===== src/eipsl_pkg.sv =====
// Package for the external interrupt flag and pin-switch block.
// Assumes an AXI4-Lite slave with 32-bit data and word-aligned registers.
// Functional notes
// - Word access forces address bits one and zero low.
// - Condition word saved per byte lane; read back whole.
// - Ext4/ext3 flag set by select toggle, pin low, matching sense.
// - Ext1 flag set likewise from its own register.
// - Ext0 flag set likewise from a third register.
// - Wakeup flag set when its select rises with pin low, falling edge selected.
// - Combined input senses chosen source; a switch can form an edge.
// - Rising sense, source 1 to 0, pin low, pwm high: flag set.
// - Clear right after a select write is ignored.
// - Flag write clears zero bits, keeps one bits.
// - Wakeup flag set by selected edge; cleared by writing zero.
// - Wakeup edge select per pin: zero falling (reset), one rising.
// - Combined field picks rising, falling or both edges.
// - Enables gate flags; wakeup group shares one enable.
package eipsl_pkg;
    localparam int ADDR_W = 8;
    localparam logic [7:0] OFS_PIN_SEL_A = 8'h00; // ext4 bit4, ext3 bit3
    localparam logic [7:0] OFS_PIN_SEL_B = 8'h04; // ext1 bit1
    localparam logic [7:0] OFS_PIN_SEL_C = 8'h08; // ext0 bit0
    localparam logic [7:0] OFS_WAKE_SEL = 8'h0C;
    localparam logic [7:0] OFS_EDGE_SENSE = 8'h10;
    localparam logic [7:0] OFS_CMB_EDGE = 8'h14; // [1:0] field, [2] source select
    localparam logic [7:0] OFS_WAKE_EDGE = 8'h18;
    localparam logic [7:0] OFS_IRQ_EN = 8'h1C; // [4,3,2,1,0] irq, [5] wakeup group
    localparam logic [7:0] OFS_IRQ_FLAGS = 8'h20; // [4,3,2,1,0]
    localparam logic [7:0] OFS_WAKE_FLAGS = 8'h24;
    localparam logic [7:0] OFS_CCR_SAVE = 8'h28; // word save/restore of condition codes
    localparam logic [7:0] OFS_REQ = 8'h2C; // read-only gated requests
    localparam int BIT_EXT0 = 0;
    localparam int BIT_EXT1 = 1;
    localparam int BIT_CMB = 2;
    localparam int BIT_EXT3 = 3;
    localparam int BIT_EXT4 = 4;
    localparam int BIT_WAKE_EN = 5;
    localparam int BIT_CMB_SRC = 2;
    localparam logic [1:0] CMB_FALL = 2'h0;
    localparam logic [1:0] CMB_RISE = 2'h1;
    localparam logic [1:0] CMB_BOTH = 2'h2;
    localparam logic [7:0] RST_BYTE = 8'h00;
    localparam logic [1:0] RESP_OKAY = 2'h0;
    localparam logic [1:0] RESP_SLVERR = 2'h2;
    localparam int HOLDOFF_ACC = 1; // bus accesses after a select write that clear nothing
endpackage


===== src/eipsl_edge_det.sv =====
// Edge detector with select gating for one interrupt input.
// Assumes the pin level is synchronous to core_clk.
module eipsl_edge_det (
    input wire logic core_clk, // System clock
    input wire logic reset_n, // Synchronous reset, active low
    input wire logic pin_lvl, // Pin level
    input wire logic sel, // Function selected
    input wire logic rise_en, // Detect rising edges
    input wire logic fall_en, // Detect falling edges
    output logic hit // Matching edge this cycle
);
    logic seen_q;
    logic seen_d;

    // Deselected input reads high, so switching can itself form an edge
    assign seen_d = sel ? pin_lvl : 1'b1;

    // Previous effective level, idle high
    always_ff @(posedge core_clk) begin
        if (!reset_n) begin
            seen_q <= 1'b1;
        end else begin
            seen_q <= seen_d;
        end
    end

    assign hit = (rise_en & ~seen_q & seen_d) | (fall_en & seen_q & ~seen_d);
endmodule


===== src/eipsl_top.sv =====
// External interrupt flag logic with pin-function switching effects.
// Assumes AXI4-Lite master, synchronous pin inputs and one clock domain.
module eipsl_top #(
    parameter int N_WAKE = 8 // Wakeup pins
) (
    input wire logic core_clk, // System clock, 40 MHz
    input wire logic reset_n, // Synchronous reset, active low
    input wire logic [eipsl_pkg::ADDR_W-1:0] s_axi_awaddr, // Write address
    input wire logic s_axi_awvalid, // Write address valid
    output logic s_axi_awready, // Write address ready
    input wire logic [31:0] s_axi_wdata, // Write data
    input wire logic [3:0] s_axi_wstrb, // Write strobes
    input wire logic s_axi_wvalid, // Write data valid
    output logic s_axi_wready, // Write data ready
    output logic [1:0] s_axi_bresp, // Write response
    output logic s_axi_bvalid, // Write response valid
    input wire logic s_axi_bready, // Write response ready
    input wire logic [eipsl_pkg::ADDR_W-1:0] s_axi_araddr, // Read address
    input wire logic s_axi_arvalid, // Read address valid
    output logic s_axi_arready, // Read address ready
    output logic [31:0] s_axi_rdata, // Read data
    output logic [1:0] s_axi_rresp, // Read response
    output logic s_axi_rvalid, // Read valid
    input wire logic s_axi_rready, // Read ready
    input wire logic ext4_pin_n, // External interrupt 4 pin
    input wire logic ext3_pin_n, // External interrupt 3 pin
    input wire logic ext1_pin_n, // External interrupt 1 pin
    input wire logic ext0_pin_n, // External interrupt 0 pin
    input wire logic combined_irq_pin, // Combined interrupt pin
    input wire logic internal_pwm_irq_source, // Internal PWM output
    input wire logic [N_WAKE-1:0] wakeup_pin_n, // Wakeup pins
    output logic [4:0] irq_req, // Gated requests {4,3,cmb,1,0}
    output logic wakeup_req // Gated wakeup group request
);
    import eipsl_pkg::*;

    initial begin
        if (N_WAKE < 1 || N_WAKE > 8) begin
            $error("N_WAKE must be 1 to 8");
        end
    end

    // Register state
    logic [7:0] pin_select_reg_a_q;
    logic [7:0] pin_select_reg_b_q;
    logic [7:0] pin_select_reg_c_q;
    logic [7:0] wakeup_select_reg_q;
    logic [7:0] edge_sense_reg_q;
    logic [7:0] combined_edge_select_reg_q;
    logic [7:0] wakeup_edge_reg_q;
    logic [7:0] irq_enable_reg_q;
    logic [4:0] irq_request_flags_q;
    logic [N_WAKE-1:0] wakeup_request_flags_q;
    logic [15:0] ccr_save_q;
    logic [1:0] holdoff_q;

    // Write and read channel state
    logic aw_held_q;
    logic w_held_q;
    logic [ADDR_W-1:0] awaddr_q;
    logic [31:0] wdata_q;
    logic [3:0] wstrb_q;
    logic bvalid_q;
    logic [1:0] bresp_q;
    logic rvalid_q;
    logic [1:0] rresp_q;
    logic [31:0] rdata_q;

    // Register map decode, shared by read and write paths
    function automatic logic is_mapped(input logic [ADDR_W-1:0] a);
        logic [ADDR_W-1:0] w;
        w = {a[ADDR_W-1:2], 2'b00};
        case (w)
            OFS_PIN_SEL_A, OFS_PIN_SEL_B, OFS_PIN_SEL_C, OFS_WAKE_SEL,
            OFS_EDGE_SENSE, OFS_CMB_EDGE, OFS_WAKE_EDGE, OFS_IRQ_EN,
            OFS_IRQ_FLAGS, OFS_WAKE_FLAGS, OFS_CCR_SAVE, OFS_REQ: is_mapped = 1'b1;
            default: is_mapped = 1'b0;
        endcase
    endfunction

    // Write handshake: address and data taken in either order
    logic wr_go;
    logic [ADDR_W-1:0] wr_addr;
    assign s_axi_awready = !aw_held_q && !bvalid_q;
    assign s_axi_wready = !w_held_q && !bvalid_q;
    assign wr_go = (aw_held_q || (s_axi_awvalid && s_axi_awready))
                && (w_held_q || (s_axi_wvalid && s_axi_wready)) && !bvalid_q;
    assign wr_addr = aw_held_q ? awaddr_q : s_axi_awaddr;

    logic [31:0] wr_data;
    logic [3:0] wr_strb;
    logic [ADDR_W-1:0] wr_word;
    logic lane0_wr;
    assign wr_data = w_held_q ? wdata_q : s_axi_wdata;
    assign wr_strb = w_held_q ? wstrb_q : s_axi_wstrb;
    assign wr_word = {wr_addr[ADDR_W-1:2], 2'b00};
    assign lane0_wr = wr_go && wr_strb[0];

    // Holding the halves of a split write
    always_ff @(posedge core_clk) begin
        if (!reset_n) begin
            aw_held_q <= 1'b0;
            w_held_q <= 1'b0;
            awaddr_q <= '0;
            wdata_q <= 32'h0;
            wstrb_q <= 4'h0;
        end else if (wr_go) begin
            aw_held_q <= 1'b0;
            w_held_q <= 1'b0;
        end else begin
            if (s_axi_awvalid && s_axi_awready) begin
                aw_held_q <= 1'b1;
                awaddr_q <= s_axi_awaddr;
            end
            if (s_axi_wvalid && s_axi_wready) begin
                w_held_q <= 1'b1;
                wdata_q <= s_axi_wdata;
                wstrb_q <= s_axi_wstrb;
            end
        end
    end

    // Write response
    always_ff @(posedge core_clk) begin
        if (!reset_n) begin
            bvalid_q <= 1'b0;
            bresp_q <= RESP_OKAY;
        end else if (wr_go) begin
            bvalid_q <= 1'b1;
            bresp_q <= is_mapped(wr_addr) ? RESP_OKAY : RESP_SLVERR;
        end else if (s_axi_bready) begin
            bvalid_q <= 1'b0;
        end
    end
    assign s_axi_bvalid = bvalid_q;
    assign s_axi_bresp = bresp_q;

    // A select write blocks flag clears in the next bus access, however late it comes
    logic sel_wr;
    assign sel_wr = lane0_wr && (wr_word == OFS_PIN_SEL_A || wr_word == OFS_PIN_SEL_B
                 || wr_word == OFS_PIN_SEL_C || wr_word == OFS_WAKE_SEL
                 || wr_word == OFS_CMB_EDGE);
    always_ff @(posedge core_clk) begin
        if (!reset_n) begin
            holdoff_q <= 2'h0;
        end else if (sel_wr) begin
            holdoff_q <= 2'(HOLDOFF_ACC);
        end else if ((wr_go || (s_axi_arvalid && !rvalid_q)) && holdoff_q != 2'h0) begin
            holdoff_q <= holdoff_q - 2'h1;
        end
    end

    // Configuration registers, low byte lane only
    always_ff @(posedge core_clk) begin
        if (!reset_n) begin
            pin_select_reg_a_q <= RST_BYTE;
            pin_select_reg_b_q <= RST_BYTE;
            pin_select_reg_c_q <= RST_BYTE;
            wakeup_select_reg_q <= RST_BYTE;
            edge_sense_reg_q <= RST_BYTE;
            combined_edge_select_reg_q <= RST_BYTE;
            wakeup_edge_reg_q <= RST_BYTE;
            irq_enable_reg_q <= RST_BYTE;
        end else if (lane0_wr) begin
            case (wr_word)
                OFS_PIN_SEL_A: pin_select_reg_a_q <= wr_data[7:0];
                OFS_PIN_SEL_B: pin_select_reg_b_q <= wr_data[7:0];
                OFS_PIN_SEL_C: pin_select_reg_c_q <= wr_data[7:0];
                OFS_WAKE_SEL: wakeup_select_reg_q <= wr_data[7:0];
                OFS_EDGE_SENSE: edge_sense_reg_q <= wr_data[7:0];
                OFS_CMB_EDGE: combined_edge_select_reg_q <= wr_data[7:0];
                OFS_WAKE_EDGE: wakeup_edge_reg_q <= wr_data[7:0];
                OFS_IRQ_EN: irq_enable_reg_q <= wr_data[7:0];
                default: ;
            endcase
        end
    end

    // Condition word: saved per byte lane, read back whole
    always_ff @(posedge core_clk) begin
        if (!reset_n) begin
            ccr_save_q <= 16'h0000;
        end else if (wr_go && wr_word == OFS_CCR_SAVE) begin
            if (wr_strb[0]) begin
                ccr_save_q[7:0] <= wr_data[7:0];
            end
            if (wr_strb[1]) begin
                ccr_save_q[15:8] <= wr_data[15:8];
            end
        end
    end

    // Edge detectors: ext4, ext3, ext1, ext0 share one structure
    logic [4:0] irq_hit;
    logic [3:0] ext_pin;
    logic [3:0] ext_sel;
    logic [3:0] ext_sense;
    assign ext_pin = {ext4_pin_n, ext3_pin_n, ext1_pin_n, ext0_pin_n};
    assign ext_sel = {pin_select_reg_a_q[BIT_EXT4], pin_select_reg_a_q[BIT_EXT3],
                      pin_select_reg_b_q[BIT_EXT1],
                      pin_select_reg_c_q[BIT_EXT0]};
    assign ext_sense = {edge_sense_reg_q[BIT_EXT4], edge_sense_reg_q[BIT_EXT3],
                        edge_sense_reg_q[BIT_EXT1], edge_sense_reg_q[BIT_EXT0]};

    logic [3:0] ext_hit;
    genvar gi;
    generate
        for (gi = 0; gi < 4; gi++) begin : g_ext
            eipsl_edge_det u_det (
                .core_clk(core_clk),
                .reset_n(reset_n),
                .pin_lvl(ext_pin[gi]),
                .sel(ext_sel[gi]),
                .rise_en(ext_sense[gi]),
                .fall_en(~ext_sense[gi]),
                .hit(ext_hit[gi])
            );
        end
    endgenerate

    // Combined source; sense counts on the inverted level, so high pwm to low pin is rising
    logic cmb_lvl;
    logic cmb_hit;
    logic [1:0] cmb_field;
    assign cmb_lvl = combined_edge_select_reg_q[BIT_CMB_SRC] ? internal_pwm_irq_source
                   : combined_irq_pin;
    assign cmb_field = combined_edge_select_reg_q[1:0];
    eipsl_edge_det u_cmb (
        .core_clk(core_clk),
        .reset_n(reset_n),
        .pin_lvl(cmb_lvl),
        .sel(1'b1),
        .rise_en(cmb_field == CMB_FALL || cmb_field == CMB_BOTH),
        .fall_en(cmb_field == CMB_RISE || cmb_field == CMB_BOTH),
        .hit(cmb_hit)
    );
    assign irq_hit = {ext_hit[3], ext_hit[2], cmb_hit, ext_hit[1], ext_hit[0]};

    // Wakeup detectors, per-pin edge select
    logic [N_WAKE-1:0] wake_hit;
    generate
        for (gi = 0; gi < N_WAKE; gi++) begin : g_wake
            eipsl_edge_det u_det (
                .core_clk(core_clk),
                .reset_n(reset_n),
                .pin_lvl(wakeup_pin_n[gi]),
                .sel(wakeup_select_reg_q[gi]),
                .rise_en(wakeup_edge_reg_q[gi]),
                .fall_en(~wakeup_edge_reg_q[gi]),
                .hit(wake_hit[gi])
            );
        end
    endgenerate

    // Flag clear masks; write-zero clears, blocked during holdoff
    logic clr_ok;
    logic [4:0] irq_clr;
    logic [N_WAKE-1:0] wake_clr;
    assign clr_ok = lane0_wr && holdoff_q == 2'h0;
    assign irq_clr = (clr_ok && wr_word == OFS_IRQ_FLAGS) ? ~wr_data[4:0] : 5'h00;
    assign wake_clr = (clr_ok && wr_word == OFS_WAKE_FLAGS)
                    ? ~wr_data[N_WAKE-1:0] : '0;

    // Flags: set outranks a clear in the same cycle
    always_ff @(posedge core_clk) begin
        if (!reset_n) begin
            irq_request_flags_q <= 5'h00;
            wakeup_request_flags_q <= '0;
        end else begin
            irq_request_flags_q <= (irq_request_flags_q & ~irq_clr) | irq_hit;
            wakeup_request_flags_q <= (wakeup_request_flags_q & ~wake_clr) | wake_hit;
        end
    end

    // Enabled requests
    assign irq_req = irq_request_flags_q & irq_enable_reg_q[4:0];
    assign wakeup_req = (|wakeup_request_flags_q) & irq_enable_reg_q[BIT_WAKE_EN];

    // Read channel; one-cycle latency, unmapped reads zero with error
    assign s_axi_arready = !rvalid_q;
    always_ff @(posedge core_clk) begin
        if (!reset_n) begin
            rvalid_q <= 1'b0;
            rresp_q <= RESP_OKAY;
            rdata_q <= 32'h0;
        end else if (s_axi_arvalid && !rvalid_q) begin
            rvalid_q <= 1'b1;
            rresp_q <= is_mapped(s_axi_araddr) ? RESP_OKAY : RESP_SLVERR;
            case ({s_axi_araddr[ADDR_W-1:2], 2'b00})
                OFS_PIN_SEL_A: rdata_q <= {24'h0, pin_select_reg_a_q};
                OFS_PIN_SEL_B: rdata_q <= {24'h0, pin_select_reg_b_q};
                OFS_PIN_SEL_C: rdata_q <= {24'h0, pin_select_reg_c_q};
                OFS_WAKE_SEL: rdata_q <= {24'h0, wakeup_select_reg_q};
                OFS_EDGE_SENSE: rdata_q <= {24'h0, edge_sense_reg_q};
                OFS_CMB_EDGE: rdata_q <= {24'h0, combined_edge_select_reg_q};
                OFS_WAKE_EDGE: rdata_q <= {24'h0, wakeup_edge_reg_q};
                OFS_IRQ_EN: rdata_q <= {24'h0, irq_enable_reg_q};
                OFS_IRQ_FLAGS: rdata_q <= {27'h0, irq_request_flags_q};
                OFS_WAKE_FLAGS: rdata_q <= 32'(wakeup_request_flags_q);
                OFS_CCR_SAVE: rdata_q <= {16'h0, ccr_save_q};
                OFS_REQ: rdata_q <= {26'h0, wakeup_req, irq_req};
                default: rdata_q <= 32'h0;
            endcase
        end else if (s_axi_rready) begin
            rvalid_q <= 1'b0;
        end
    end
    assign s_axi_rvalid = rvalid_q;
    assign s_axi_rresp = rresp_q;
    assign s_axi_rdata = rdata_q;
endmodule


===== config.mk =====
export PLATFORM = sky130hd
export DESIGN_NAME = eipsl_top
export DESIGN_NICKNAME = d
export VERILOG_FILES = /design/src/eipsl_pkg.sv /design/src/eipsl_edge_det.sv /design/src/eipsl_top.sv
export SDC_FILE = /design/constraint.sdc
export NUM_CORES = 1
export LEC_CHECK = 0
export ABC_AREA = 1
export BUFFER_PORTS_ARGS = -buffer_cell sky130_fd_sc_hd__buf_2
export CAP_MARGIN = 20
export CORE_ASPECT_RATIO = 0.8
export CORE_MARGIN = 2
export CORE_UTILIZATION = 31
export DETAILED_ROUTE_END_ITERATION = 7
export HOLD_SLACK_MARGIN = 0.12
export PLACE_DENSITY_LB_ADDON = 0.12
export SLEW_MARGIN = 10
export SYNTH_ARGS = -nofsm -noshare
export SYNTH_HDL_FRONTEND = slang
export SYNTH_SLANG_ARGS = --single-unit
export TNS_END_PERCENT = 10

===== constraint.sdc =====
create_clock -name core_clk -period 3.5 [get_ports core_clk]
set_input_delay 0.175 -clock core_clk [delete_from_list [all_inputs] [get_ports core_clk]]
set_output_delay 0.175 -clock core_clk [all_outputs]
set_load 0.005 [all_outputs]

### Word level (Yosys, flattened, before mapping)

Cells that the tools add are included.

| storage, ports and cells | value |
|---|---|
| input port bits | 73 |
| bits in registers | 174 |
| word-level logic and storage cells | 263 |
| output and inout port bits | 47 |

| operators by class | value |
|---|---|
| reductions and logical operators | 53 |
| muxes and demuxes | 33 |
| bitwise gates (word level) | 115 |
| add/sub/neg operators | 1 |
| eq/ne operators | 24 |

Operators with widths:

| cell | number |
|---|---|
| $pmux W16 S12 | 1 |
| $and A1 B1 Y1 | 53 |
| $eq A6 B3 Y1 const B | 8 |
| $eq A6 B4 Y1 const B | 8 |
| $not A1 Y1 | 40 |
| $mux W1 | 25 |
| $eq A6 B2 Y1 const B | 4 |
| $reduce_and A2 Y1 | 12 |
| $reduce_or A12 Y1 | 2 |
| $mux W16 | 1 |
| $mux W8 | 2 |
| $not A8 Y8 | 2 |
| $logic_and A1 B1 Y1 | 14 |
| $or A1 B1 Y1 | 13 |
| $eq A6 B1 Y1 const B | 2 |
| $logic_not A6 Y1 | 2 |
| $and A5 B5 Y5 | 2 |
| $not A5 Y5 | 2 |
| $logic_or A1 B1 Y1 | 9 |
| $and A8 B8 Y8 | 1 |
| $logic_not A8 Y1 | 1 |
| $or A8 B8 Y8 | 1 |
| $reduce_bool A2 Y1 | 4 |
| $reduce_or A8 Y1 | 1 |
| 9 further kinds | 16 |

### Logic depth before layout (Yosys ltp)

| depth | value |
|---|---|
| depth after elaboration | 13 |
| gate-level depth with buffers | 11 |
| gate-level depth less buffers | 11 |

### By module

Synthesis repeated with hierarchy kept, for this count alone.

| unflattened totals | value |
|---|---|
| cells, all modules | 1,110 |
| area, all modules | 7,480.9 um2 |

By module, submodules not included:

| module | times used | area an instance (um2) | sequential area each (um2) | cells an instance |
|---|---|---|---|---|
| eipsl_top | 1 | 6,602.6 | 2,822.7 | 941 |
| eipsl_edge_det | 13 | 67.6 | 20.0 | 13 |

### Worst setup path before layout

Ideal clock, no wire load.

| timing | value |
|---|---|
| path kind | register to register |
| start point | register aw_held_q |
| end point | register wakeup_request_flags_q[6] |
| setup slack | 1,856 ps |
| required time | 3,368 ps |
| path buffers | 2 |
| stages on the path, launching flop included | 10 |
| clock period less this slack | 1,644 ps |
| library setup time | 132 ps |
| data arrival time | 1,511 ps |
| cells stage by stage | dfxtp_1 buf_6 a21oi_1 nor2_2 nand3_4 nor2_1 buf_4 nand3_1 nand2_1 a21oi_1 |

| between the ends | value |
|---|---|
| longest elaborated chain between the ends | 13 |
| elaborated cells on any way between the ends | 15 |
| classes of those cells | eq/ne (1); mux (2); bitwise (3); reduce/logical (9) |

Ends and longest elaborated chain:

| what | RTL line | text |
|---|---|---|
| start: declaration | eipsl_top.sv:58 | `logic aw_held_q;` |
| start signal: assignment | eipsl_top.sv:102 | `aw_held_q <= 1'b0;` |
| start signal: assignment | eipsl_top.sv:108 | `aw_held_q <= 1'b0;` |
| start signal: assignment | eipsl_top.sv:112 | `aw_held_q <= 1'b1;` |
| $logic_not A1 Y1 | eipsl_top.sv:84 | `assign s_axi_awready = !aw_held_q && !bvalid_q;` |
| $logic_and A1 B1 Y1 | eipsl_top.sv:84 |  |
| $logic_and A1 B1 Y1 | eipsl_top.sv:86 | `assign wr_go = (aw_held_q \|\| (s_axi_awvalid && s_axi_awready))` |
| $logic_or A1 B1 Y1 | eipsl_top.sv:86 |  |
| $logic_and A1 B1 Y1 (2 in a row) | eipsl_top.sv:87 | `&& (w_held_q \|\| (s_axi_wvalid && s_axi_wready)) && !bvalid_q;` |
| $logic_and A1 B1 Y1 | eipsl_top.sv:97 | `assign lane0_wr = wr_go && wr_strb[0];` |
| $logic_and A1 B1 Y1 | eipsl_top.sv:259 | `assign clr_ok = lane0_wr && holdoff_q == 2'h0;` |
| $logic_and A1 B1 Y1 * | eipsl_top.sv:261 | `assign wake_clr = (clr_ok && wr_word == OFS_WAKE_FLAGS)` |
| $mux W8 * | eipsl_top.sv:262 | `? ~wr_data[N_WAKE-1:0] : '0;` |
| $not A8 Y8 * | eipsl_top.sv:271 | `wakeup_request_flags_q <= (wakeup_request_flags_q & ~wake_clr) \| wake_hit;` |
| $and A8 B8 Y8 * | eipsl_top.sv:271 |  |
| $or A8 B8 Y8 * | eipsl_top.sv:271 |  |
| end signal: assignment | eipsl_top.sv:271 |  |
| end: declaration | eipsl_top.sv:53 | `logic [N_WAKE-1:0] wakeup_request_flags_q;` |

Every way passes the cells marked *; elsewhere a longest branch is shown, timed or not.
A chain may end at the register's enable or synchronous reset.

### Worst setup path after layout

| timing | value |
|---|---|
| start point | register w_held_q |
| end point | register wakeup_select_reg_q[6] |

| between the ends | value |
|---|---|
| longest elaborated chain between the ends | 8 |
| elaborated cells on any way between the ends | 10 |
| classes of those cells | mux (2); reduce/logical (8) |

Ends and longest elaborated chain:

| what | RTL line | text |
|---|---|---|
| start: declaration | eipsl_top.sv:59 | `logic w_held_q;` |
| start signal: assignment | eipsl_top.sv:103 | `w_held_q <= 1'b0;` |
| start signal: assignment | eipsl_top.sv:109 | `w_held_q <= 1'b0;` |
| start signal: assignment | eipsl_top.sv:116 | `w_held_q <= 1'b1;` |
| $logic_not A1 Y1 | eipsl_top.sv:85 | `assign s_axi_wready = !w_held_q && !bvalid_q;` |
| $logic_and A1 B1 Y1 | eipsl_top.sv:85 |  |
| $logic_and A1 B1 Y1 | eipsl_top.sv:87 |  |
| $logic_or A1 B1 Y1 | eipsl_top.sv:87 |  |
| $logic_and A1 B1 Y1 (2 in a row) | eipsl_top.sv:87 |  |
| $logic_and A1 B1 Y1 | eipsl_top.sv:97 |  |
| $reduce_and A2 Y1 (no line) | -- |  |
| end signal: assignment | eipsl_top.sv:169 | `OFS_WAKE_SEL: wakeup_select_reg_q <= wr_data[7:0];` |
| end: declaration | eipsl_top.sv:47 | `logic [7:0] wakeup_select_reg_q;` |

Parallel ways exist; a longest one is shown, timed or not.

==> results_dict.tcl <==
set metrics [dict create \
    synth.most_common_cell "nor2_1" \
    drc_errors 0 \
    grt_pass1_wl_um 37600 \
    p_comb_share_pct 12.3 \
    ys_ff_latch 154 \
    die_x_um 175 \
    fin_crit_ps 2540 \
    synth_ff_type "dfxtp_1" \
    finClkSkew_ps 9.86 \
    seq_power_share_pct 39.7 \
    cpMostUsedCell "inv_1" \
    grt_max_degree 81 \
    synth_warnings 0 \
    cp.required_ps 3790 \
    clk_latency_ps 440 \
    pwr-share-clk_pct 47.9 \
    cts-resized-gates 0 \
    rsz0062_at_grt "no" \
    clk_pin_slew_ps 60 \
    p_sw_uw 1210 \
    synth_cell_types 38 \
    cp_max_fo 13 \
    cp-end-kind "flop" \
    ios 120 \
    synthTopCellsByArea "dfxtp_1, nor2_1, nand2_1" \
    crit_arrival_ps 2830 \
    ir_worst_vdd_mv 0.263 \
    cp-start-kind "flop" \
    power_switching_share_pct 26.0 \
    grt_pass1_vias 6526 \
    cts_root_buf "clkbuf_16" \
    postSynthAreaPerCell_um2 7.01 \
    holdWs_ps 153 \
    seq_area_frac_synth_pct 42.4 \
    gp_congestion 0.837 \
    async_flop_share_pct 0 \
    r2r_slack_ps 960 \
    fin_nets 1230 \
    syn2layout_area_growth_pct 24.4 \
    path_buf_inv 2 \
    synthCells 1037 \
    drt_wl_total_um 24100 \
    row_count 50 \
    wl_per_cell_um 16.3 \
    cpLargestDelayFamily "simple AND/OR/NAND/NOR gates" \
    cap_violations 0 \
    cts_tree "built" \
    overflow 0 \
    vias 7023 \
    slew_violations 0 \
    core_area_um2 23200 \
    setup_viol 0 \
    slowest_stage "dfxtp_1" \
    synth_top_area_share_pct 42.4 \
    clock.fmax_ghz 0.394 \
    cts_buffer_depth 2 \
    ctsHoldBuffers 41 \
    cts_buffers 17 \
    relSlewSlack_pct 39.5 \
    syn_area_um2 7270 \
    tns_ps 0 \
    drt-pass1-iter-count 6 \
    cts-htree-levels 4 \
    critical_path_class "reg -> reg" \
    crit_chain "inv_1, o21ai_1, nand3_4, nor2_2, inv_1, nand2_1, a21oi_1" \
    hp-class "in -> reg" \
    min_period_over_period_pct 72.5 \
    portBuffers 79 \
    n_antenna_cell 0 \
    initial_core_util_pct 31.3 \
    status "finished, final reports clean" \
    hpwl_um 17000 \
    internal_power_uw 3440 \
    antenna_found_initial 0 \
    synth_edf_count 0 \
    synth_common_cells "nor2_1, nand2_1, dfxtp_1, o21ai_0, inv_1" \
    drive_gt1_share_pct 14.0 \
    vias_per_cell 4.75 \
    total_power_uw 4650 \
    grt_usage_pct 19.9 \
    die_h_um 141 \
    cts_setup_buffers 0 \
    critPathMaxStageDelay_ps 600 \
    power.leakage_uw 0.00358 \
    max_slew.worst_pin.slew_ps 908 \
    synth_area_leader_cell "dfxtp_1" \
    dieArea_um2 24700 \
    pwr_density_cell_nw_per_um2 515 \
    ant_nets 0 \
    cts_sinks 154 \
    drt_iter0_markers 420 \
    finalHoldViolations 0 \
]
## power groups by stage
stage,combinational [uW],clock [uW],sequential [uW]
after floorplan,353,0,1870
after global placement,537,0,1890
after detailed placement,537,0,1890
after CTS,574,2260,1850
after global routing,642,2320,1850
final,574,2230,1850
## stage by stage
| step | instance area, um2 | std cells | worst slack [ps] | util, % |
|---|---|---|---|---|
| global placement | 7930 | 1406 | 1010 | 34.2 |
| finish | 9040 | 1478 | 963 | 38.9 |
| floorplan | 7330 | 1054 | 1860 | - |
| CTS | 9040 | 1478 | 983 | 38.9 |
| global route | 9040 | 1478 | 731 | 38.9 |
| detailed placement | 7930 | 1406 | 992 | 34.2 |
## layer usage
metal,share of wire [%],track usage [%]
met5,0,0
met4,1.1,5.48
met3,3.8,2.62
met2,43,30.0
met1,52,29.7
## area by class of cell
class | count | area (um2)
Clock buffer | 20 | 457
Clock inverter | 11 | 241
Fill cell | 2501 | 14200
Inverter | 90 | 338
Multi-Input combinational cell | 753 | 3590
Sequential cell | 154 | 3080
Tap cell | 312 | 390
Timing Repair Buffer | 138 | 941
## kinds of logic (layout without fill, tap and decap cells)
| family | after synthesis | after routing | share of synthesized area (%) |
|---|---|---|---|
| muxes | 10 | 10 | 1.38 |
| adders and majority gates | 3 | 3 | 0.517 |
| buffers and inverters | 147 | 259 | 9.11 |
| xor gates and xnor gates | 1 | 1 | 0.121 |
| other | 1 | 18 | 0.0516 |
| and+or+nand+nor | 524 | 524 | 31.2 |
| AOI/OAI and AO/OA | 197 | 197 | 15.2 |
| DFF | 154 | 154 | 42.4 |
## registers in the layout, indices dropped and copies added, names as in the netlist, 2 cells and up
name / count
pin_select_reg_c_q: 8
pin_select_reg_a_q: 8
edge_sense_reg_q: 8
combined_edge_select_reg_q: 8
g_wake.u_det.seen_q: 8
wakeup_edge_reg_q: 8
irq_enable_reg_q: 8
s_axi_rdata: 16
ccr_save_q: 16
wstrb_q: 2
wakeup_select_reg_q: 8
pin_select_reg_b_q: 8
wdata_q: 16
g_ext.u_det.seen_q: 4
holdoff_q: 2
irq_request_flags_q: 5
wakeup_request_flags_q: 8
awaddr_q: 6
## cells in the final DEF, fill, tap and decap left out, types with 2 or more instances in the layout
cell and count:
a211oi_1 18, a211oi_2 6, a21oi_1 70, and2_1 2, buf_2 79, buf_4 18
bufinv_16 7, clkbuf_16 17, clkbuf_8 2, clkinv_1 2, clkinv_4 3, conb_1 18
dfxtp_1 154, dlygate4sd3_1 41, ha_1 3, inv_1 83, inv_2 5, mux2i_1 10
nand2_1 174, nand2_2 4, nand3_1 60, nand4_1 28, nor2_1 209, nor2_2 5
nor2_4 4, nor3_1 26, nor3_4 2, o21ai_0 88, o21ai_1 8, or2_2 7
## worst register-to-register path: stages, from the launching register on
cell and delay (ps):
dfxtp_1 600, inv_1 270, o21ai_1 300, nand3_4 260, nor2_2 580, inv_1 220, nand2_1 100, a21oi_1 70
## final timing paths
path / cells after the start / to / startpoint
worst min register to register: 2 / awaddr_q[2] / awaddr_q[2]
worst max register to register: 7 / wakeup_select_reg_q[6] / w_held_q
worst min-delay path: 3 / s_axi_rresp[1] / s_axi_araddr[4]
worst max-delay path: 7 / wakeup_select_reg_q[6] / w_held_q
Note: power is estimated with default switching activity, not from simulation.
